--- config.mk ---
export PLATFORM = sky130hd
export DESIGN_NAME = ecf_regs
export DESIGN_NICKNAME = d
export VERILOG_FILES = /design/src/logic/ecf_regs.v /design/src/logic/ecf_flag_bit.v
export VERILOG_INCLUDE_DIRS = /design/src /design/src/logic
export SDC_FILE = /design/constraint.sdc
export NUM_CORES = 1
export LEC_CHECK = 0
export ABC_AREA = 1
export ABC_CLOCK_PERIOD_IN_PS = 1850
export BUFFER_PORTS_ARGS = -buffer_cell sky130_fd_sc_hd__buf_2
export CORE_UTILIZATION = 43
export DETAILED_ROUTE_END_ITERATION = 10
export GPL_ROUTABILITY_DRIVEN = 0
export PLACE_DENSITY = 0.85
export SLEW_MARGIN = 20
export SYNTH_ARGS = -nofsm -noshare
export SYNTH_HDL_FRONTEND = slang
export SYNTH_HIERARCHICAL = 1
export SYNTH_SLANG_ARGS = --single-unit
--- constraint.sdc ---
create_clock -name sys_clk -period 1.85 [get_ports sys_clk]
set_input_delay 0.37 -clock sys_clk [delete_from_list [all_inputs] [get_ports sys_clk]]
set_output_delay 0.37 -clock sys_clk [all_outputs]
set_load 0.03 [all_outputs]
--- src/logic/ecf_consts.vh ---
// How it works
// - a correctable error reported by the upper flash bank sets flag bit 5.
// - a correctable error reported by the lower flash bank sets flag bit 4.
// - a correctable error reported by the instruction cache sets flag bit 3.
// - correctable errors from sysmem banks c, b and the a pair set flag bits 2, 1 and 0.
// - a flag reads 1 while set and stays set until software writes 1 to that bit; writing 1 to other bits leaves it set.
// - enable bit 5 is read/write for the upper flash bank, resets to 0, 1 enables.
// - enable bit 4 is read/write for the lower flash bank, resets to 0, 1 enables.
// - enable bit 3 is read/write for the instruction cache, resets to 0, 1 enables.
// - enable bits 2, 1, 0 are read/write for sysmem banks c, b and a pair, reset to 0.
`ifndef ECF_CONSTS_VH
`define ECF_CONSTS_VH

`define ECF_ADDR_W        12
`define ECF_OFS_FLAGS     12'h068
`define ECF_OFS_ENABLE    12'h06C
`define ECF_NSRC          6
`define ECF_BIT_NVM_UP    5
`define ECF_BIT_NVM_LO    4
`define ECF_BIT_ICACHE    3
`define ECF_BIT_SYS_C     2
`define ECF_BIT_SYS_B     1
`define ECF_BIT_SYS_A     0
`define ECF_FLAGS_RST     6'h00
`define ECF_ENABLE_RST    6'h00
`define ECF_DATA_ZERO     32'h00000000
`define ECF_PAD_W         26

`endif

--- src/logic/ecf_regs.v ---
`timescale 1ns/1ps
`default_nettype none
`include "ecf_consts.vh"
module ecf_regs (
  input  wire                     sys_clk,
  input  wire                     rst,
  input  wire                     psel,
  input  wire                     penable,
  input  wire                     pwrite,
  input  wire [`ECF_ADDR_W-1:0]   paddr,
  input  wire [31:0]              pwdata,
  input  wire [3:0]               pstrb,
  output reg  [31:0]              prdata,
  output reg                      pready,
  output reg                      pslverr,
  input  wire                     nvm_bank_upper_err,
  input  wire                     nvm_bank_lower_err,
  input  wire                     instr_cache_source_err,
  input  wire                     sysmem_bank_c_err,
  input  wire                     sysmem_bank_b_err,
  input  wire                     sysmem_bank_a_pair_err,
  output reg                      ecc_irq
);

  ////////////////////////////////////////////////////////////////////////////
  // bus decode
  wire                   setup_rd;
  wire                   setup_wr;
  wire                   hit_flags;
  wire                   hit_enable;
  wire                   mapped;
  wire                   lane0_wr;
  wire [`ECF_NSRC-1:0]   clr_vec;
  wire [`ECF_NSRC-1:0]   evt_vec;
  wire [`ECF_NSRC-1:0]   flags;
  reg  [`ECF_NSRC-1:0]   enable_reg;
  reg  [`ECF_NSRC-1:0]   enable_next;
  reg  [31:0]            rdata_next;

  function is_addr;
    input [`ECF_ADDR_W-1:0] a;
    input [`ECF_ADDR_W-1:0] ofs;
    begin
      is_addr = (a == ofs);
    end
  endfunction

  function [31:0] pad_word;
    input [`ECF_NSRC-1:0] v;
    begin
      pad_word = {{`ECF_PAD_W{1'b0}}, v};
    end
  endfunction

  // zero-wait-state slave: answer lands in the first access cycle,
  // so read data is registered from the setup cycle
  assign setup_rd   = psel & ~penable & ~pwrite;
  assign setup_wr   = psel & penable & pwrite & pready;
  assign hit_flags  = is_addr(paddr, `ECF_OFS_FLAGS);
  assign hit_enable = is_addr(paddr, `ECF_OFS_ENABLE);
  assign mapped     = hit_flags | hit_enable;
  // upper bits live outside lane 0 and are dropped
  assign lane0_wr   = setup_wr & pstrb[0];

  // write-one clears only the addressed bits
  assign clr_vec = (lane0_wr & hit_flags) ? pwdata[`ECF_NSRC-1:0] : `ECF_FLAGS_RST;

  ////////////////////////////////////////////////////////////////////////////
  // error sources
  // upper flash bank
  assign evt_vec[`ECF_BIT_NVM_UP] = nvm_bank_upper_err;
  assign evt_vec[`ECF_BIT_NVM_LO] = nvm_bank_lower_err;
  assign evt_vec[`ECF_BIT_ICACHE] = instr_cache_source_err;
  assign evt_vec[`ECF_BIT_SYS_C]  = sysmem_bank_c_err;
  assign evt_vec[`ECF_BIT_SYS_B]  = sysmem_bank_b_err;
  assign evt_vec[`ECF_BIT_SYS_A]  = sysmem_bank_a_pair_err;

  genvar gi;
  generate
    for (gi = 0; gi < `ECF_NSRC; gi = gi + 1) begin : g_flag
      ecf_flag_bit u_flag (
        .sys_clk  (sys_clk),
        .rst      (rst),
        .set_evt  (evt_vec[gi]),
        .clr_wr   (clr_vec[gi]),
        .flag_reg (flags[gi])
      );
    end
  endgenerate

  ////////////////////////////////////////////////////////////////////////////
  // enable register
  always @* begin
    enable_next = enable_reg;
    if (lane0_wr & hit_enable) begin
      enable_next = pwdata[`ECF_NSRC-1:0];
    end
  end

  always @* begin
    rdata_next = `ECF_DATA_ZERO;
    if (hit_flags) begin
      rdata_next = pad_word(flags);
    end else if (hit_enable) begin
      rdata_next = pad_word(enable_reg);
    end
  end

  always @(posedge sys_clk) begin
    if (rst) begin
      enable_reg <= `ECF_ENABLE_RST;
      prdata     <= `ECF_DATA_ZERO;
      pready     <= 1'b0;
      pslverr    <= 1'b0;
      ecc_irq    <= 1'b0;
    end else begin
      enable_reg <= enable_next;
      // unmapped addresses take an error response and change nothing
      pready     <= psel & ~penable;
      pslverr    <= psel & ~penable & ~mapped;
      if (setup_rd) begin
        prdata <= rdata_next;
      end
      // request from enabled flags (one cycle behind the flags)
      ecc_irq    <= |(flags & enable_reg);
    end
  end
endmodule // ecf_regs
`default_nettype wire

--- src/logic/ecf_flag_bit.v ---
`timescale 1ns/1ps
`default_nettype none
module ecf_flag_bit (
  input  wire sys_clk,
  input  wire rst,
  input  wire set_evt,
  input  wire clr_wr,
  output reg  flag_reg
);
  wire flag_next;

  assign flag_next = set_evt | (flag_reg & ~clr_wr);

  always @(posedge sys_clk) begin
    if (rst) begin
      flag_reg <= 1'b0;
    end else begin
      flag_reg <= flag_next;
    end
  end
endmodule // ecf_flag_bit
`default_nettype wire

==> impl_metrics.toml, run 1 <==
[final_layout]
fin_util = 0.512
layout_commonest_cell = "buf_2"
drive_above_1_share = 0.264
fin_nets = 287
final_cell_mix = "38 x buf_2, 35 x nand2_1, 33 x inv_1, 26 x conb_1, 22 x nor2_1"
antenna_cells = 0
multi_input_area_um2 = 598
area_growth_pct = 11.1
regArea_um2 = 420
n_fill_cell = 280

[yosys]
synth_simple_gate_area_frac = 0.303
synth-seq-cells = 21
syn_area_um2 = 1280
ys_warn_count = 6
synth_compound_area_frac = 0.0868
syn_area_per_cell_um2 = 6.82
synth-xor-area-share = 0
netlist_instances = 188
synth_fa_ha_area_frac = 0
synth.mux.area_fraction = 0
synth_seq_area_share = 0.328
yosysUniqueCellTypes = 20
synth_top_family_by_area = "simple AND/OR/NAND/NOR gates"

[drt]
via_per_inst = 4.27
route.vias.total = 1101
drt_iter0_drc = 38
post_drt_wl_per_cell_um = 8.61
drc = 0
ant_nets = 0
drt-pass1-iter-count = 4
routed_wirelength_um = 2220

[clock_network]
post_cts_buffers = 0
clk_latency_ps = 310
clock-sinks = 21
path_clk_slew_ps = 120
htree_num_levels = 1
ctsHoldBuffers = 0
numCtsBuffers = 3
cts_root_buf = "clkbuf_4"
cts_resized = 0
cts_tree = "built"
clock_path_buffers = 2

[setup_path]
r2r_cells = 5
arrival_ps = 860
slowest_delay_ps = 350
r2r_slack_ps = 640
path_cells = "buf_2"
r2r-start = "pready"
worst-setup-path-type = "reg2out"
crit_cells = 1
crit_path_max_fanout = 2
reg2reg_to = "enable_reg[0]"
critPathCapture = "prdata[1]"
worstPathRequired_ps = 1480
worstSetupStartpointType = "flip-flop"
cpMaxStageDelayCell = "dfxtp_1"
cp-startpoint = "prdata[1]"
endpoint_kind = "output port"
cpLargestDelayFamily = "flip-flops"
critical_path_buf_inv_count = 1

[global_route]
grt_pass1_vias = 978
grt_pass1_wl_um = 3760
grt_max_degree = 15
track_usage = 0.149
antenna_found_initial = 0
gr-total-overflow = 0

[status]
status = "complete, no violations"

[die]
rows = 19
coreArea_um2 = 2780
die_w_um = 56.6
die_y_um = 56.6
die_area_um2 = 3200
initial_utilization = 0.461
io_pins = 94

[sta]
fin_skew_ps = 9.16
finalCritPeriodShare = 0.667
finalHoldViolations = 0
finalSetupViolCount = 0
period_minus_slack_ps = 1230
fmax_mhz = 810
rsz0062_at_grt = "no"
setup_ws_ps = 616
tns_ps = 0
drv_slew = 0

[power]
p_leak_nw = 0.808
irDropWorstVdd_mv = 0.355
cellPowerDensity_nw_per_um2 = 625

[placement]
io_buffers = 38
hpwl_um = 1720
post-place-ws_ps = 403

[worst_hold_path]
worstHoldPathType = "in2reg"

[run]
drv_cap = 0
[area by class of cell]
| type | count | area share |
|---|---|---|
| clock buffer | 3 | 0.0158 |
| multi-input combinational | 126 | 0.420 |
| tap | 31 | 0.0272 |
| clock inverter | 1 | 0.00351 |
| inverter | 36 | 0.0948 |
| sequential | 21 | 0.295 |
| timing repair buffer | 40 | 0.144 |
[worst min-delay path by stage]
| stage | from | end | cells past startpoint |
|---|---|---|---|
| 6_report | paddr[3] | pslverr | 2 |
| 5_1_grt | paddr[3] | pslverr | 2 |
| 4_1_cts | paddr[3] | pslverr | 2 |
| 3_5_place_dp | g_flag[1].u_flag/flag_reg | g_flag[1].u_flag/flag_reg | 2 |
| 3_3_place_gp | g_flag[0].u_flag/flag_reg | g_flag[0].u_flag/flag_reg | 2 |
| 2_1_floorplan | rst | g_flag[0].u_flag/flag_reg | 1 |
[report_power, final]
group          switching [W]  internal [W]
registers          0.0000120      0.000469
logic               0.000134     0.0000494
clock network       0.000144     0.0000808
total               0.000291      0.000600
[metrics by stage]
stage / instances / total power (W) / hold WS, ps / instance area (µm²)
floorplan: 213 / 0.000665 / 432 / 1380
global placement: 254 / 0.000673 / 482 / 1400
detailed placement: 254 / 0.000675 / 491 / 1400
CTS: 258 / 0.000901 / 256 / 1430
global route: 258 / 0.000937 / 268 / 1430
finish: 258 / 0.000890 / 264 / 1430
[layer usage]
layer | wire length [µm] | GRT usage | vias up
met5 | 0 | 0 | -
li1 | - | - | 590
met3 | 155 | 0.0253 | 5
met1 | 1000 | 0.178 | 460
met2 | 1020 | 0.244 | 46
met4 | 38 | 0.0976 | 0
[logic make-up (layout without fill, tap and decap cells)]
kind of cell / count (synthesis) / in the layout
compound gates: 14 / 14
buf+inv: 66 / 80
flops: 21 / 21
other cells: 1 / 26
simple gates: 86 / 86
[cell usage after synthesis, drive strengths merged]
cell type	instances	area, µm²
nand3b	1	7.51
conb	1	3.75
a31oi	1	6.26
o21a	7	52.6
nand4	1	6.26
dfxtp	21	420
nand2	36	138
nor2	26	118
inv	36	135
nand3	22	120
a21oi	6	52.6
clkbuf	1	3.75
buf	29	219
Power figures use the tool's default switching activity.
==> run 2, diff against run 1 <==
- ABC_CLOCK_PERIOD_IN_PS: 1850 -> 1100
- CORE_UTILIZATION: 43 -> 36
- PLACE_DENSITY: 0.85 -> 0.76
- clock period: 1.85 -> 1.1 ns (I/O delays scaled with it)
==> impl_metrics.toml, run 2 (synthesized netlist as in run 1, its figures left out) <==
[setup_path]
r2r_cells = 7
r2r-start = "pready"
arrival_ps = 1290
reg2reg_to = "g_flag[4].u_flag/flag_reg"
worst-setup-path-type = "reg2reg"
crit_path_max_fanout = 6
worstSetupStartpointType = "flip-flop"
worstPathRequired_ps = 1300
endpoint_kind = "flip-flop"
r2r_slack_ps = 8

[clock_network]
post_cts_buffers = 0
clock_path_buffers = 2
numCtsBuffers = 3
clk_latency_ps = 300
cts_tree = "built"
path_clk_slew_ps = 100
htree_num_levels = 1
clock-sinks = 21
ctsHoldBuffers = 0
cts_root_buf = "clkbuf_4"

[placement]
place_area_um2 = 1490
hpwl_um = 1790
io_buffers = 38

[drt]
drt-pass1-iter-count = 4
ant_nets = 0
post_drt_wl_per_cell_um = 8.13
route.vias.total = 1080
drt_iter0_drc = 49
drc = 0
routed_wirelength_um = 2240
via_per_inst = 3.91

[final_layout]
postLayoutCellArea_um2 = 1550
fin_nets = 290
final_cell_mix = "32 x inv_1, 32 x buf_2, 31 x nand2_1, 26 x conb_1, 20 x dfxtp_1"
drive_above_1_share = 0.317
antenna_cells = 0
area_growth_pct = 21.0
fin_util = 0.461
n_fill_cell = 377

[sta]
rsz0062_at_grt = "yes"
finalHoldViolations = 0
drv_slew = 0
period_minus_slack_ps = 1090
finalSetupViolCount = 0
finalCritPeriodShare = 0.993
fin_skew_ps = 4.23
fmax_mhz = 915

[global_route]
grt_pass1_wl_um = 3750
grt_pass1_vias = 917
grt_max_degree = 15
antenna_found_initial = 0
track_usage = 0.136
gr-total-overflow = 0

[power]
p_int_w = 0.00103
pwr-share-clk = 0.237
switching_power_w = 0.000477
p_total_w = 0.00150
irDropWorstVdd_mv = 0.630
switching_share = 0.317
cellPowerDensity_nw_per_um2 = 969
p_leak_nw = 0.821
power_frac_comb = 0.225
seq_power_share = 0.538

[die]
die_w_um = 61.7
die_area_um2 = 3810
io_pins = 94
initial_utilization = 0.381
die_y_um = 61.7
rows = 21
coreArea_um2 = 3360

[worst_hold_path]
hold_depth = 2
hold_end = "pslverr"
worstHoldStart = "paddr[3]"
worstHoldPathType = "in2reg"

[status]
status = "complete, no violations"

[run]
drv_cap = 0
-- run 2: changes by cell type in the layout (fill, tap and decap cells not counted), sizes merged --
| cell | change |
|---|---|
| clkinv | -1 |
| clkbuf | +4 |
-- run 2: timing repair --
item / 4_1_cts / 5_1_grt
resized for setup: 1 / 12
cloned: 0 / 0
endpoints found under the setup margin: 6 / 16
pin swaps: 1 / 5
-- run 2: power by group through the flow --
stage / clock, W / combinational [W] / sequential (W)
2_1_floorplan: 0 / 0.000278 / 0.000847
3_3_place_gp: 0 / 0.000325 / 0.000825
6_report: 0.000356 / 0.000338 / 0.000809
4_1_cts: 0.000379 / 0.000331 / 0.000808
5_1_grt: 0.000416 / 0.000375 / 0.000814
3_5_place_dp: 0 / 0.000330 / 0.000825
-- run 2: stage by stage --
stage	TNS (ps)	instances	setup slack [ps]	hold WS, ps
3_3_place_gp	-1400	272	-123	441
4_1_cts	0	276	8.68	113
2_1_floorplan	-3.67	213	-3.67	282
5_1_grt	-396	276	-72.1	117
3_5_place_dp	-1810	272	-147	443
6_report	0	276	7.53	127
-- run 2: routing by layer --
metal,part of all wire,GRT usage
met1,0.46,0.171
met2,0.47,0.221
met3,0.070,0.0504
met4,0.0058,0.0286
met5,0,0
-- run 2: worst max path at each step --
| stage | startpoint | end | slack, ps | depth (start not counted) |
|---|---|---|---|---|
| 2_1_floorplan | paddr[4] | g_flag[0].u_flag/flag_reg | -4 | 9 |
| 3_3_place_gp | paddr[4] | enable_reg[0] | -120 | 7 |
| 3_5_place_dp | paddr[9] | enable_reg[3] | -150 | 7 |
| 4_1_cts | pready | g_flag[0].u_flag/flag_reg | 9 | 7 |
| 5_1_grt | pready | g_flag[4].u_flag/flag_reg | -70 | 7 |
| 6_report | pready | g_flag[4].u_flag/flag_reg | 8 | 7 |
-- run 2: worst max-delay path: stages, from the launching register on --
cell	delay, ps
dfxtp_4	370
nand3_4	60
nor2_4	170
nand3_4	130
nor2_1	120
inv_1	60
nand2_2	50
a21oi_2	40
-- run 2: area by class of cell --
cell class | instances | area [µm²] | share of cell area
Timing Repair Buffer | 43 | 243 | 0.156
Tap cell | 46 | 57.6 | 0.0371
Sequential cell | 21 | 424 | 0.273
Clock buffer | 4 | 26.3 | 0.0169
Inverter | 36 | 135 | 0.0871
Multi-Input combinational cell | 126 | 666 | 0.429
==> run 3, diff against run 2 <==
- ABC_AREA: 1 -> unset
- CORE_MARGIN: unset -> 2
- CORE_UTILIZATION: 36 -> 35
- PLACE_DENSITY: 0.76 -> 0.77
==> impl_metrics.toml, run 3 <==
[setup_path]
worst-setup-path-type = "reg2reg"
worstSetupStartpointType = "flip-flop"
endpoint_kind = "flip-flop"
arrival_ps = 1440
crit_path_max_fanout = 5
worstPathRequired_ps = 1300

[die]
coreArea_um2 = 3280
die_w_um = 62.0
die_y_um = 62.0
die_area_um2 = 3840
initial_utilization = 0.358
rows = 21
io_pins = 94

[yosys]
yosys-top-cells-count = "26 x buf_4, 21 x dfxtp_1, 8 x nor2_1"
ys_top_cells_by_area = "dfxtp_1 36%, buf_4 17%, a221oi_2 5.1%"
syn_area_um2 = 1180
syn_area_per_cell_um2 = 8.98
yosysUniqueCellTypes = 28
synth_edf_count = 0
synth_top_area_frac = 0.357
synth_most_common_cell = "buf_4"
yosys.area.top_type = "dfxtp_1"
netlist_instances = 131
synth-main-ff-cell = "dfxtp_1"
synth_seq_area_share = 0.357
synth-seq-cells = 21
async_reset_ff_frac = 0
ys_warn_count = 6

[drt]
drc = 0
ant_nets = 0
via_per_inst = 4.65
drt-pass1-iter-count = 4
routed_wirelength_um = 2820
post_drt_wl_per_cell_um = 12.3
drt_iter0_drc = 51
route.vias.total = 1064

[final_layout]
fin_nets = 243
area_growth_pct = 38.5
fin_util = 0.496
final_cell_mix = "27 x buf_2, 26 x conb_1, 20 x dfxtp_1, 17 x buf_4, 9 x and3_4"
drive_above_1_share = 0.497
antenna_cells = 0
layout_commonest_cell = "buf_2"
n_fill_cell = 332

[clock_network]
clk_latency_ps = 310
clock-sinks = 21
clock_path_buffers = 2
path_clk_slew_ps = 110
ctsHoldBuffers = 0
numCtsBuffers = 3
cts_tree = "built"
cts_root_buf = "clkbuf_4"
htree_num_levels = 1

[sta]
timing.hold.ws_ps = 134
rsz0062_at_grt = "yes"
period_minus_slack_ps = 1240
finalSetupViolCount = 13
drv_slew = 0
finalHoldViolations = 0
fmax_mhz = 805
tns_ps = -1050
setup_ws_ps = -142
fin_skew_ps = 2.07
finalCritPeriodShare = 1.13

[power]
switching_share = 0.324
switching_power_w = 0.000504
p_int_w = 0.00105
seq_power_share = 0.526
cellPowerDensity_nw_per_um2 = 954
irDropWorstVdd_mv = 0.452
p_leak_nw = 0.727
power_frac_comb = 0.228
pwr-share-clk = 0.246
p_total_w = 0.00155

[worst_hold_path]
worstHoldPathType = "in2reg"

[run]
drv_cap = 0

[global_route]
track_usage = 0.147
gr-total-overflow = 0
grt_pass1_vias = 918
grt_max_degree = 22
grt_pass1_wl_um = 4110
antenna_found_initial = 0

[placement]
io_buffers = 38
hpwl_um = 1910

[status]
violations = "setup timing"
status = "complete, but fails checks"
==> run 3: cell count changes in the layout (fill, tap and decap cells not counted), moves of 9 or more <==
cell	previous run	this run
buf_4	8	17
nor2_1	18	8
inv_1	32	6
nand2_1	31	0
and3_4	0	9
nand3_1	19	6
==> run 3: worst paths after layout <==
kind / depth (start not counted) / slack [ps] / endpoint / from
worst max-delay path: 5 / -140 / g_flag[2].u_flag/flag_reg / pready
worst min-delay path: 3 / 130 / g_flag[0].u_flag/flag_reg / sysmem_bank_a_pair_err
worst min register to register: 2 / 510 / prdata[3] / prdata[3]
worst max register to register: 5 / -140 / g_flag[2].u_flag/flag_reg / pready
==> run 3: per-stage QoR <==
| stage | instance area, µm² | setup slack [ps] | std cells |
|---|---|---|---|
| 2_1_floorplan | 1370 | -250 | 156 |
| 5_1_grt | 1630 | -170 | 229 |
| 4_1_cts | 1540 | -134 | 227 |
| 6_report | 1630 | -142 | 229 |
| 3_5_place_dp | 1450 | -476 | 218 |
| 3_3_place_gp | 1450 | -443 | 218 |
==> run 3: area by class of cell <==
type,instances,area (µm²),area share
Clock buffer,4,26.3,0.0161
Inverter,6,22.5,0.0138
Timing Repair Buffer,52,362,0.222
Multi-Input combinational cell,100,737,0.452
Sequential cell,21,424,0.260
Tap cell,46,57.6,0.0353
==> run 3: logic make-up (layout without fill, tap and decap cells) <==
family,Yosys count,count (layout),share of synthesized area
AO/OA/AOI/OAI,29,29,0.194
AND/OR/NAND/NOR,43,45,0.231
other,1,26,0.00319
flip-flops,21,21,0.357
buffers and inverters,37,62,0.215
==> run 3: repair_timing <==
item                                    in CTS  in global routing
cloned                                       2                  0
endpoints found under the setup margin      17                 25
resized for setup                            4                 28
setup buffers                                3                  2
pin swaps                                    8                 15
==> run 3: critical path: stages (launching register included) <==
cell,delay [ps]
dfxtp_4,370
and3_4,200
and3_4,220
and3_4,180
nand2b_4,120
a21oi_2,50
==> run 3: power groups by stage <==
stage	sequential [W]	combinational (W)	clock [W]
6_report	0.000818	0.000354	0.000382
3_5_place_dp	0.000833	0.000320	0
2_1_floorplan	0.000857	0.000266	0
3_3_place_gp	0.000833	0.000316	0
5_1_grt	0.000823	0.000380	0.000415
4_1_cts	0.000817	0.000329	0.000388
==> run 3: per-layer routing <==
layer,GRT usage,vias to the layer above,part of all wire
li1,-,522,-
met1,0.182,495,0.42
met2,0.259,42,0.50
met3,0.0124,5,0.057
met4,0.0638,0,0.016
met5,0,-,0
